$ cat src/verilog/adsr_pkg.sv
package adsr_pkg;

  ////////////////////////////////////////////////////////////////////////////////
  // register port
  localparam int ADDR_W = 3;
  localparam int DATA_W = 8;
  localparam logic [ADDR_W-1:0] REG_CTRL = 3'h0;
  localparam logic [ADDR_W-1:0] REG_ATK_DCY = 3'h1;
  localparam logic [ADDR_W-1:0] REG_SUS_REL = 3'h2;
  localparam logic [ADDR_W-1:0] REG_LEVEL = 3'h3;
  localparam logic [ADDR_W-1:0] REG_STATUS = 3'h4;
  localparam int CTRL_KEY_BIT = 0;
  localparam logic [DATA_W-1:0] RESET_ATK_DCY = 8'h00;
  localparam logic [DATA_W-1:0] RESET_SUS_REL = 8'h00;

  ////////////////////////////////////////////////////////////////////////////////
  // envelope
  localparam int LEVEL_W = 8;
  localparam logic [LEVEL_W-1:0] LEVEL_MAX = 8'hff;
  localparam logic [LEVEL_W-1:0] LEVEL_MIN = 8'h00;
  localparam logic [LEVEL_W-1:0] SUSTAIN_SCALE = 8'h11;
  localparam int PERIOD_W = 24;

  typedef struct packed {
    logic [3:0] attack;
    logic [3:0] decay;
    logic [3:0] sustain;
    logic [3:0] release_rate;
  } adsr_settings_t;

  typedef enum logic [2:0] {
    ADSR_IDLE = 3'h0,
    ADSR_ATTACK = 3'h1,
    ADSR_DECAY = 3'h3,
    ADSR_SUSTAIN = 3'h2,
    ADSR_RELEASE = 3'h6
  } adsr_phase_t;

  ////////////////////////////////////////////////////////////////////////////////
  // timing
  localparam int CLK_MHZ = 20;
  localparam int ATTACK0_US = 2000;
  localparam int DECAY9_US = 750000;
  localparam int RELEASE0_US = 6000;
  // decay and release ramps are three times slower than attack at equal setting
  localparam int FALL_MULT = 3;
  localparam int ATTACK0_STEP_CYC = ATTACK0_US * CLK_MHZ / 255;
  localparam int DECAY9_STEP_CYC = DECAY9_US * CLK_MHZ / 255;
  localparam int RELEASE0_STEP_CYC = RELEASE0_US * CLK_MHZ / 255;

  // full-scale attack time per setting, microseconds
  function automatic int adsr_attack_us(input logic [3:0] sel);
    case (sel)
      4'h0: return ATTACK0_US;
      4'h1: return 8000;
      4'h2: return 16000;
      4'h3: return 24000;
      4'h4: return 38000;
      4'h5: return 56000;
      4'h6: return 68000;
      4'h7: return 80000;
      4'h8: return 100000;
      4'h9: return DECAY9_US / FALL_MULT;
      4'ha: return 500000;
      4'hb: return 800000;
      4'hc: return 1000000;
      4'hd: return 3000000;
      4'he: return 5000000;
      default: return 8000000;
    endcase
  endfunction

endpackage

$ cat src/verilog/adsr_envelope_generator.sv
`timescale 1ns/1ps
module adsr_envelope_generator #(
  parameter int TIME_DIV = 1
) (
  input wire logic ref_clk,
  input wire logic srst,
  input wire logic [adsr_pkg::ADDR_W-1:0] reg_addr,
  input wire logic [adsr_pkg::DATA_W-1:0] reg_wdata,
  input wire logic reg_wr,
  input wire logic reg_rd,
  output logic [adsr_pkg::DATA_W-1:0] reg_rdata,
  output logic [adsr_pkg::LEVEL_W-1:0] env_level,
  output adsr_pkg::adsr_phase_t env_phase
);
  import adsr_pkg::*;

  ////////////////////////////////////////////////////////////////////////////////
  // registers
  adsr_settings_t settings;
  logic key;
  logic key_prev;
  adsr_phase_t state;
  adsr_phase_t next_state;
  logic [LEVEL_W-1:0] next_level;
  logic step;
  logic [PERIOD_W-1:0] step_period;

  wire wr_ctrl;
  wire wr_ad;
  wire wr_sr;
  wire key_rise;
  wire key_fall;
  wire [LEVEL_W-1:0] sustain_level;
  wire [3:0] rate_sel;
  wire fall;
  wire restart;
  wire at_peak;
  wire at_floor;
  wire at_sustain;
  wire [DATA_W-1:0] status_word;
  wire [DATA_W-1:0] next_rdata;

  assign wr_ctrl = reg_wr && (reg_addr == REG_CTRL);
  assign wr_ad = reg_wr && (reg_addr == REG_ATK_DCY);
  assign wr_sr = reg_wr && (reg_addr == REG_SUS_REL);

  always_ff @(posedge ref_clk) begin
    if (srst) begin
      key <= 1'b0;
    end else if (wr_ctrl) begin
      key <= reg_wdata[CTRL_KEY_BIT];
    end
  end

  always_ff @(posedge ref_clk) begin
    if (srst) begin
      settings <= {RESET_ATK_DCY, RESET_SUS_REL};
    end else begin
      if (wr_ad) begin
        settings.attack <= reg_wdata[7:4];
        settings.decay <= reg_wdata[3:0];
      end
      if (wr_sr) begin
        settings.sustain <= reg_wdata[7:4];
        settings.release_rate <= reg_wdata[3:0];
      end
    end
  end

  always_ff @(posedge ref_clk) begin
    if (srst) begin
      key_prev <= 1'b0;
    end else begin
      key_prev <= key;
    end
  end

  ////////////////////////////////////////////////////////////////////////////////
  // read port: data stands in the cycle after the strobe only
  assign status_word = {3'h0, key, 1'b0, state};
  assign next_rdata = !reg_rd ? 8'h00 :
                      (reg_addr == REG_CTRL) ? {7'h00, key} :
                      (reg_addr == REG_ATK_DCY) ? {settings.attack, settings.decay} :
                      (reg_addr == REG_SUS_REL) ? {settings.sustain, settings.release_rate} :
                      (reg_addr == REG_LEVEL) ? env_level :
                      (reg_addr == REG_STATUS) ? status_word : 8'h00;

  always_ff @(posedge ref_clk) begin
    if (srst) begin
      reg_rdata <= 8'h00;
    end else begin
      reg_rdata <= next_rdata;
    end
  end

  ////////////////////////////////////////////////////////////////////////////////
  // rate selection and step timing
  assign key_rise = key && !key_prev;
  assign key_fall = !key && key_prev;
  assign sustain_level = LEVEL_W'(settings.sustain) * SUSTAIN_SCALE;
  // own setting for attack and decay; every other phase uses the release setting
  // rate follows the phase about to run, so a new phase never times off a stale period
  assign rate_sel = (next_state == ADSR_ATTACK) ? settings.attack :
                    (next_state == ADSR_DECAY) ? settings.decay : settings.release_rate;
  assign fall = (next_state != ADSR_ATTACK);
  assign restart = (next_state != state) || key_rise;
  assign at_peak = (env_level == LEVEL_MAX);
  assign at_floor = (env_level == LEVEL_MIN);
  assign at_sustain = (env_level <= sustain_level);

  adsr_rate_table #(
    .TIME_DIV(TIME_DIV)
  ) u_rate (
    .ref_clk(ref_clk),
    .srst(srst),
    .rate_sel(rate_sel),
    .fall(fall),
    .step_period(step_period)
  );

  adsr_step_timer u_timer (
    .ref_clk(ref_clk),
    .srst(srst),
    .restart(restart),
    .step_period(step_period),
    .step(step)
  );

  ////////////////////////////////////////////////////////////////////////////////
  // phase sequencing
  always_comb begin
    next_state = state;
    if (key_rise) begin
      next_state = ADSR_ATTACK;
    end else if (!key && state != ADSR_IDLE && state != ADSR_RELEASE) begin
      next_state = ADSR_RELEASE;
    end else begin
      case (state)
        ADSR_IDLE: begin
          next_state = ADSR_IDLE;
        end
        ADSR_ATTACK: begin
          if (at_peak) begin
            next_state = ADSR_DECAY;
          end
        end
        ADSR_DECAY: begin
          if (at_sustain) begin
            next_state = ADSR_SUSTAIN;
          end
        end
        ADSR_SUSTAIN: begin
          next_state = ADSR_SUSTAIN;
        end
        ADSR_RELEASE: begin
          if (at_floor) begin
            next_state = ADSR_IDLE;
          end
        end
        default: begin
          next_state = ADSR_IDLE;
        end
      endcase
    end
  end

  always_comb begin
    next_level = env_level;
    if (step && !restart) begin
      case (state)
        ADSR_ATTACK: next_level = env_level + LEVEL_W'(1);
        ADSR_DECAY: next_level = env_level - LEVEL_W'(1);
        ADSR_RELEASE: next_level = env_level - LEVEL_W'(1);
        default: next_level = env_level;
      endcase
    end
  end

  always_ff @(posedge ref_clk) begin
    if (srst) begin
      state <= ADSR_IDLE;
      env_level <= LEVEL_MIN;
    end else begin
      state <= next_state;
      env_level <= next_level;
    end
  end

  assign env_phase = state;

  ////////////////////////////////////////////////////////////////////////////////
  // checks
  // attack exit order
  property p_phase_order;
    @(posedge ref_clk) disable iff (srst)
      (state == ADSR_ATTACK && !key_rise && key) |=>
        (state == ADSR_ATTACK || state == ADSR_DECAY);
  endproperty
  a_phase_order: assert property (p_phase_order) else $error("attack left out of order");

  property p_peak_to_decay;
    @(posedge ref_clk) disable iff (srst)
      (state == ADSR_ATTACK && at_peak && key && !key_rise) |=> state == ADSR_DECAY;
  endproperty
  a_peak_to_decay: assert property (p_peak_to_decay) else $error("peak did not start decay");

  property p_sustain_hold;
    @(posedge ref_clk) disable iff (srst)
      (state == ADSR_SUSTAIN && key && !key_rise) |=>
        (state == ADSR_SUSTAIN && $stable(env_level));
  endproperty
  a_sustain_hold: assert property (p_sustain_hold) else $error("sustain not held");

  property p_zero_sustain;
    @(posedge ref_clk) disable iff (srst)
      (state == ADSR_SUSTAIN && $past(state) == ADSR_DECAY && $past(settings.sustain) == 4'h0)
        |-> env_level == LEVEL_MIN;
  endproperty
  a_zero_sustain: assert property (p_zero_sustain) else $error("zero sustain above zero");

  property p_decay_abandon;
    @(posedge ref_clk) disable iff (srst)
      (state == ADSR_DECAY && key_fall) |-> next_state == ADSR_RELEASE ##1
        (state == ADSR_RELEASE && rate_sel == settings.release_rate);
  endproperty
  a_decay_abandon: assert property (p_decay_abandon) else $error("decay not abandoned");

  property p_rise_restart;
    @(posedge ref_clk) disable iff (srst)
      key_rise |=> (state == ADSR_ATTACK && env_level == $past(env_level));
  endproperty
  a_rise_restart: assert property (p_rise_restart) else $error("attack not restarted");

  property p_release_falls;
    @(posedge ref_clk) disable iff (srst)
      (state == ADSR_RELEASE && step && !restart) |=> env_level == $past(env_level) - 8'h01;
  endproperty
  a_release_falls: assert property (p_release_falls) else $error("release step lost");

  property p_read_data;
    @(posedge ref_clk) disable iff (srst)
      (reg_rd && reg_addr == REG_LEVEL) |=> reg_rdata == $past(env_level);
  endproperty
  a_read_data: assert property (p_read_data) else $error("level read wrong");

  property p_attack_rises;
    @(posedge ref_clk) disable iff (srst)
      (state == ADSR_ATTACK && step && !restart) |=> env_level == $past(env_level) + 8'h01;
  endproperty
  a_attack_rises: assert property (p_attack_rises) else $error("attack step lost");

  property p_decay_falls;
    @(posedge ref_clk) disable iff (srst)
      (state == ADSR_DECAY && step && !restart) |=> env_level == $past(env_level) - 8'h01;
  endproperty
  a_decay_falls: assert property (p_decay_falls) else $error("decay step lost");

  property p_peak_hold;
    @(posedge ref_clk) disable iff (srst)
      (state == ADSR_ATTACK && at_peak) |=> env_level == LEVEL_MAX;
  endproperty
  a_peak_hold: assert property (p_peak_hold) else $error("level wrapped past peak");

  property p_level_step_one;
    @(posedge ref_clk) disable iff (srst)
      1'b1 |=> (env_level == $past(env_level) || env_level == $past(env_level) + 8'h01 ||
                env_level == $past(env_level) - 8'h01);
  endproperty
  a_level_step_one: assert property (p_level_step_one) else $error("level jumped");

  property p_idle_floor;
    @(posedge ref_clk) disable iff (srst)
      state == ADSR_IDLE |-> env_level == LEVEL_MIN;
  endproperty
  a_idle_floor: assert property (p_idle_floor) else $error("idle above zero");

  property p_decay_rate;
    @(posedge ref_clk) disable iff (srst)
      next_state == ADSR_DECAY |-> (rate_sel == settings.decay && fall);
  endproperty
  a_decay_rate: assert property (p_decay_rate) else $error("decay rate not selected");

  property p_sustain_entry;
    @(posedge ref_clk) disable iff (srst)
      (state == ADSR_DECAY && at_sustain && key && !key_rise) |=> state == ADSR_SUSTAIN;
  endproperty
  a_sustain_entry: assert property (p_sustain_entry) else $error("sustain not entered");

  property p_no_early_release;
    @(posedge ref_clk) disable iff (srst)
      (state == ADSR_SUSTAIN && key) |=> state != ADSR_RELEASE;
  endproperty
  a_no_early_release: assert property (p_no_early_release) else $error("early release");

  property p_release_on_clear;
    @(posedge ref_clk) disable iff (srst)
      (!key && (state == ADSR_ATTACK || state == ADSR_DECAY || state == ADSR_SUSTAIN))
        |=> state == ADSR_RELEASE;
  endproperty
  a_release_on_clear: assert property (p_release_on_clear) else $error("release not begun");

  property p_release_rate;
    @(posedge ref_clk) disable iff (srst)
      (state == ADSR_RELEASE && next_state == ADSR_RELEASE) |->
        (rate_sel == settings.release_rate && fall);
  endproperty
  a_release_rate: assert property (p_release_rate) else $error("release rate not used");

endmodule

$ cat src/verilog/adsr_rate_table.sv
`timescale 1ns/1ps
module adsr_rate_table #(
  parameter int TIME_DIV = 1
) (
  input wire logic ref_clk,
  input wire logic srst,
  input wire logic [3:0] rate_sel,
  input wire logic fall,
  output logic [adsr_pkg::PERIOD_W-1:0] step_period
);
  import adsr_pkg::*;

  // expected periods at this divider, floored at one cycle like the hardware
  localparam int ATK0_EXP = (ATTACK0_STEP_CYC / TIME_DIV > 0) ?
                            ATTACK0_STEP_CYC / TIME_DIV : 1;
  localparam int DCY9_EXP = (DECAY9_STEP_CYC / TIME_DIV > 0) ?
                            DECAY9_STEP_CYC / TIME_DIV : 1;
  localparam int REL0_EXP = (RELEASE0_STEP_CYC / TIME_DIV > 0) ?
                            RELEASE0_STEP_CYC / TIME_DIV : 1;

  wire [63:0] total_cyc;
  wire [63:0] raw_cyc;
  wire [PERIOD_W-1:0] next_period;

  // rate to period
  // step period = phase time spread over the 255 level steps
  assign total_cyc = 64'(adsr_attack_us(rate_sel)) * 64'(CLK_MHZ) *
                     (fall ? 64'(FALL_MULT) : 64'h1);
  assign raw_cyc = total_cyc / 64'(255 * TIME_DIV);
  // never below one cycle, even with a large divider
  assign next_period = (raw_cyc == 64'h0) ? PERIOD_W'(1) : raw_cyc[PERIOD_W-1:0];

  always_ff @(posedge ref_clk) begin
    if (srst) begin
      step_period <= PERIOD_W'(ATTACK0_STEP_CYC);
    end else begin
      step_period <= next_period;
    end
  end

  property p_attack0_period;
    @(posedge ref_clk) disable iff (srst)
      (rate_sel == 4'h0 && !fall) |=>
        step_period == PERIOD_W'(ATK0_EXP);
  endproperty
  a_attack0_period: assert property (p_attack0_period) else $error("attack 0 period wrong");

  property p_decay9_period;
    @(posedge ref_clk) disable iff (srst)
      (rate_sel == 4'h9 && fall) |=>
        step_period == PERIOD_W'(DCY9_EXP);
  endproperty
  a_decay9_period: assert property (p_decay9_period) else $error("decay 9 period wrong");

  property p_release0_period;
    @(posedge ref_clk) disable iff (srst)
      (rate_sel == 4'h0 && fall) |=>
        step_period == PERIOD_W'(REL0_EXP);
  endproperty
  a_release0_period: assert property (p_release0_period) else $error("release 0 period wrong");

endmodule

$ cat src/verilog/adsr_step_timer.sv
`timescale 1ns/1ps
module adsr_step_timer (
  input wire logic ref_clk,
  input wire logic srst,
  input wire logic restart,
  input wire logic [adsr_pkg::PERIOD_W-1:0] step_period,
  output logic step
);
  import adsr_pkg::*;

  logic [PERIOD_W-1:0] count;
  wire at_end;

  assign at_end = (count >= step_period - PERIOD_W'(1));

  always_ff @(posedge ref_clk) begin
    if (srst || restart || at_end) begin
      count <= '0;
    end else begin
      count <= count + PERIOD_W'(1);
    end
  end

  always_ff @(posedge ref_clk) begin
    if (srst) begin
      step <= 1'b0;
    end else begin
      step <= at_end && !restart;
    end
  end

endmodule

$ cat config.mk
export PLATFORM = sky130hd
export DESIGN_NAME = adsr_envelope_generator
export DESIGN_NICKNAME = d
export VERILOG_FILES = /design/src/verilog/adsr_pkg.sv /design/src/verilog/adsr_envelope_generator.sv /design/src/verilog/adsr_rate_table.sv /design/src/verilog/adsr_step_timer.sv
export SDC_FILE = /design/constraint.sdc
export NUM_CORES = 1
export LEC_CHECK = 0
export ABC_AREA = 1
export ABC_CLOCK_PERIOD_IN_PS = 26000
export BUFFER_PORTS_ARGS = -buffer_cell sky130_fd_sc_hd__buf_4
export CORE_UTILIZATION = 55
export CTS_CLUSTER_SIZE = 12
export DETAILED_ROUTE_END_ITERATION = 6
export PLACE_DENSITY = 0.8
export SLEW_MARGIN = 20
export SYNTH_ARGS = -nofsm -noshare
export SYNTH_HDL_FRONTEND = slang
export SYNTH_SLANG_ARGS = --single-unit
$ cat constraint.sdc
create_clock -name ref_clk -period 26 [get_ports ref_clk]
set_input_delay 1.3 -clock ref_clk [delete_from_list [all_inputs] [get_ports ref_clk]]
set_output_delay 1.3 -clock ref_clk [all_outputs]
set_load 0.1 [all_outputs]
==> impl_metrics.tcl <==
set metrics [dict create \
    final_nets 2255 \
    grt_overflow 0 \
    seq_area_sq_mm 0.001702 \
    multi_input_area_sq_mm 0.009849 \
    antenna_found_initial 0 \
    start_util_pct 56.49 \
    worstPathMaxFanout 18 \
    io_buffers 33 \
    setup_violations 0 \
    ios 34 \
    firstDrtPassIters 6 \
    max_stage_delay_ps 680 \
    dieHeight_microns 155.0 \
    fmax_ghz 0.04793 \
    fin_setup_tns_ps 0 \
    yosys_warnings 0 \
    grt_pass1_wl_microns 51420 \
    rows 55 \
    vias 13040 \
    drt_iter0_drc 898 \
    hold_violations 0 \
    drv_slew 0 \
    final.period_utilization_pct 80.25 \
    ctsHoldBuffers 0 \
    synth_compound_gate_area_share_pct 11.76 \
    status "finished, final reports clean" \
    syn-num-nets 2226 \
    synth_ff_type "dfxtp_1" \
    synth_xor_area_share_pct 5.620 \
    cts_made_buffers 9 \
    post_cts_resized 0 \
    tightestPinTransition_ps 915.3 \
    cts_sinks 85 \
    syn-cell-area_sq_mm 0.01287 \
    synth_cell_type_count 66 \
    muxShareOfSynthArea_pct 0 \
    worstPathArrival_ps 21090 \
    crit_slowest_cell "o21ai_0" \
    drc_errors 0 \
    cts-root-buf "clkbuf_16" \
    grt_max_degree 33 \
    critPathKind "flop to flop" \
    wire_per_inst_microns 12.06 \
    diodes 0 \
    n_fill_cell 2129 \
    synth_top_family_by_area "simple AND/OR/NAND/NOR gates" \
    utilization_pct 60.03 \
    hold_class "flop to flop" \
    clk_pin_slew_worst_paths_ps 70 \
    critPathMostFrequentCell "nand2_1" \
    clk_latency_ps 350 \
    synth_area_per_cell_sq_um 6.119 \
    die_width_microns 155.0 \
    postCtsSetupRepairBufs 0 \
    ys_async_sr_fraction_pct 0 \
    grt_usage_pct 24.85 \
    synth_edf_count 0 \
    max_cap_violations 0 \
    rsz0062_at_grt "no" \
    synth-simple-area-share_pct 48.43 \
    cp_top_family "simple AND/OR/NAND/NOR gates" \
    synth_seq_cells 85 \
    synthAdderAreaFrac_pct 10.68 \
    htreeDepth 3 \
    area_growth_pct 6.272 \
    place_area_sq_mm 0.01339 \
    skew_ps 12.07 \
    drive_above_1_share_pct 16.85 \
    ys_seq_area_share_pct 13.22 \
    start_kind "flop" \
    routed_wl_microns 29560 \
    critPathRequiredTime_ps 26230 \
    syn_inst 2103 \
    tritoncts "done" \
    drt-vias-per-instance 5.324 \
    dp_hpwl_microns 24410 \
    clock_path_buffers 2 \
    die_area_sq_mm 0.02401 \
    relSlewSlack_pct 38.51 \
    place_congestion 0.9078 \
    core_area_sq_mm 0.02278 \
    path_buf_inv 12 \
    drtAntennaViolNets 0 \
    final_area_sq_mm 0.01367 \
    grt_pass1_vias 12010 \
    period_needed_ps 20860 \
    cp-end-kind "flop" \
]
-- sequential cells by signal, summed over array words and instances, names as in the netlist --
signal              cells
env_level               8
env_phase               3
key                     1
key_prev                1
reg_rdata               8
settings               16
u_rate.step_period     23
u_timer.count          24
u_timer.step            1
-- worst register-to-register path: cells and delay by family (launching register included) --
kind	cells	cell delay (ps)
buffers and inverters	12	1160
and+or+nand+nor	113	13980
xor gates and xnor gates	3	620
DFF	1	450
AOI/OAI and AO/OA	7	1690
adders and majority gates	10	2930
-- through the flow --
| step | worst slack (ps) | std cells | hold WS, ps |
|---|---|---|---|
| 3_3_place_gp | 5907 | 2434 | 445.9 |
| 4_1_cts | 5316 | 2450 | 473.5 |
| 3_5_place_dp | 5373 | 2434 | 460.4 |
| 5_1_grt | 2864 | 2450 | 503.7 |
| 6_report | 5136 | 2450 | 471.1 |
| 2_1_floorplan | 7216 | 2103 | 429.7 |
-- cell usage after synthesis (all sizes together) (8+ instances only) --
master	instances	share of area [%]
nand2	660	23
inv	309	9.1
nor2	273	9.8
nand3	216	11
o21ai	117	4.8
ha	105	10
a21oi	100	4.2
dfxtp	85	13
xor2	51	3.9
nand4	36	1.9
xnor2	23	1.7
nor3	21	0.82
nand3b	11	0.64
buf	9	0.76
nor3b	8	0.47
-- final cells by class --
type / instances / share of cell area, %
clock inverters: 7 / 0.4300
clock buffers: 9 / 1.647
repair buffers: 34 / 1.867
well taps: 313 / 2.864
inverters: 314 / 8.720
flip-flops and latches: 85 / 12.44
multi-input cells: 1688 / 72.03
-- metal layers --
metal	up-vias	GRT usage [%]	wire, microns
met5	-	0	0
met4	0	6.035	381
met3	32	2.033	997
met2	242	44.77	14140
met1	5920	31.85	14040
li1	6850	-	-
-- final timing paths --
| check | startpoint | end | cells past startpoint | slack, ps |
|---|---|---|---|---|
| worst max register to register | env_level[0] | u_rate.step_period[21] | 145 | 5140 |
| worst max-delay path | env_level[0] | u_rate.step_period[21] | 145 | 5140 |
| worst min register to register | u_timer.count[0] | u_timer.count[0] | 1 | 470 |
| worst min-delay path | u_timer.count[0] | u_timer.count[0] | 1 | 470 |
-- cell families after synthesis --
family                     after synthesis
other                                    2
DFF                                     85
adders and majority gates              108
AOI/OAI and AO/OA                      265
and+or+nand+nor                       1239
buffers and inverters                  330
xor gates and xnor gates                74
-- layout by cell type, fill, tap and decap left out, types with 4 or more instances in the layout --
| cell type | Yosys | final |
|---|---|---|
| a211oi_1 | 5 | 5 |
| a21o_1 | 4 | 4 |
| a21oi_1 | 91 | 91 |
| a21oi_2 | 8 | 8 |
| a31oi_1 | 6 | 6 |
| buf_4 | 5 | 34 |
| clkbuf_16 | 0 | 9 |
| dfxtp_1 | 85 | 85 |
| ha_1 | 105 | 105 |
| inv_1 | 266 | 266 |
| inv_2 | 41 | 41 |
| nand2_1 | 531 | 531 |
| nand2_2 | 94 | 94 |
| nand2_4 | 33 | 33 |
| nand3_1 | 171 | 171 |
| nand3_2 | 34 | 34 |
| nand3_4 | 11 | 11 |
| nand3b_1 | 11 | 11 |
| nand4_1 | 33 | 33 |
| nor2_1 | 216 | 216 |
| nor2_2 | 38 | 38 |
| nor2_4 | 19 | 19 |
| nor3_1 | 21 | 21 |
| nor3b_1 | 8 | 8 |
| nor4_1 | 4 | 4 |
| o21a_1 | 7 | 7 |
| o21ai_0 | 80 | 80 |
| o21ai_1 | 29 | 29 |
| o21ai_2 | 8 | 8 |
| o22ai_1 | 7 | 7 |
| or2_2 | 5 | 5 |
| xnor2_1 | 22 | 22 |
| xor2_1 | 45 | 45 |
| xor2_2 | 5 | 5 |
Power is left out: the tool's default activity adds up to more than one toggle a clock period on the data nets, which glitch-free logic cannot reach.
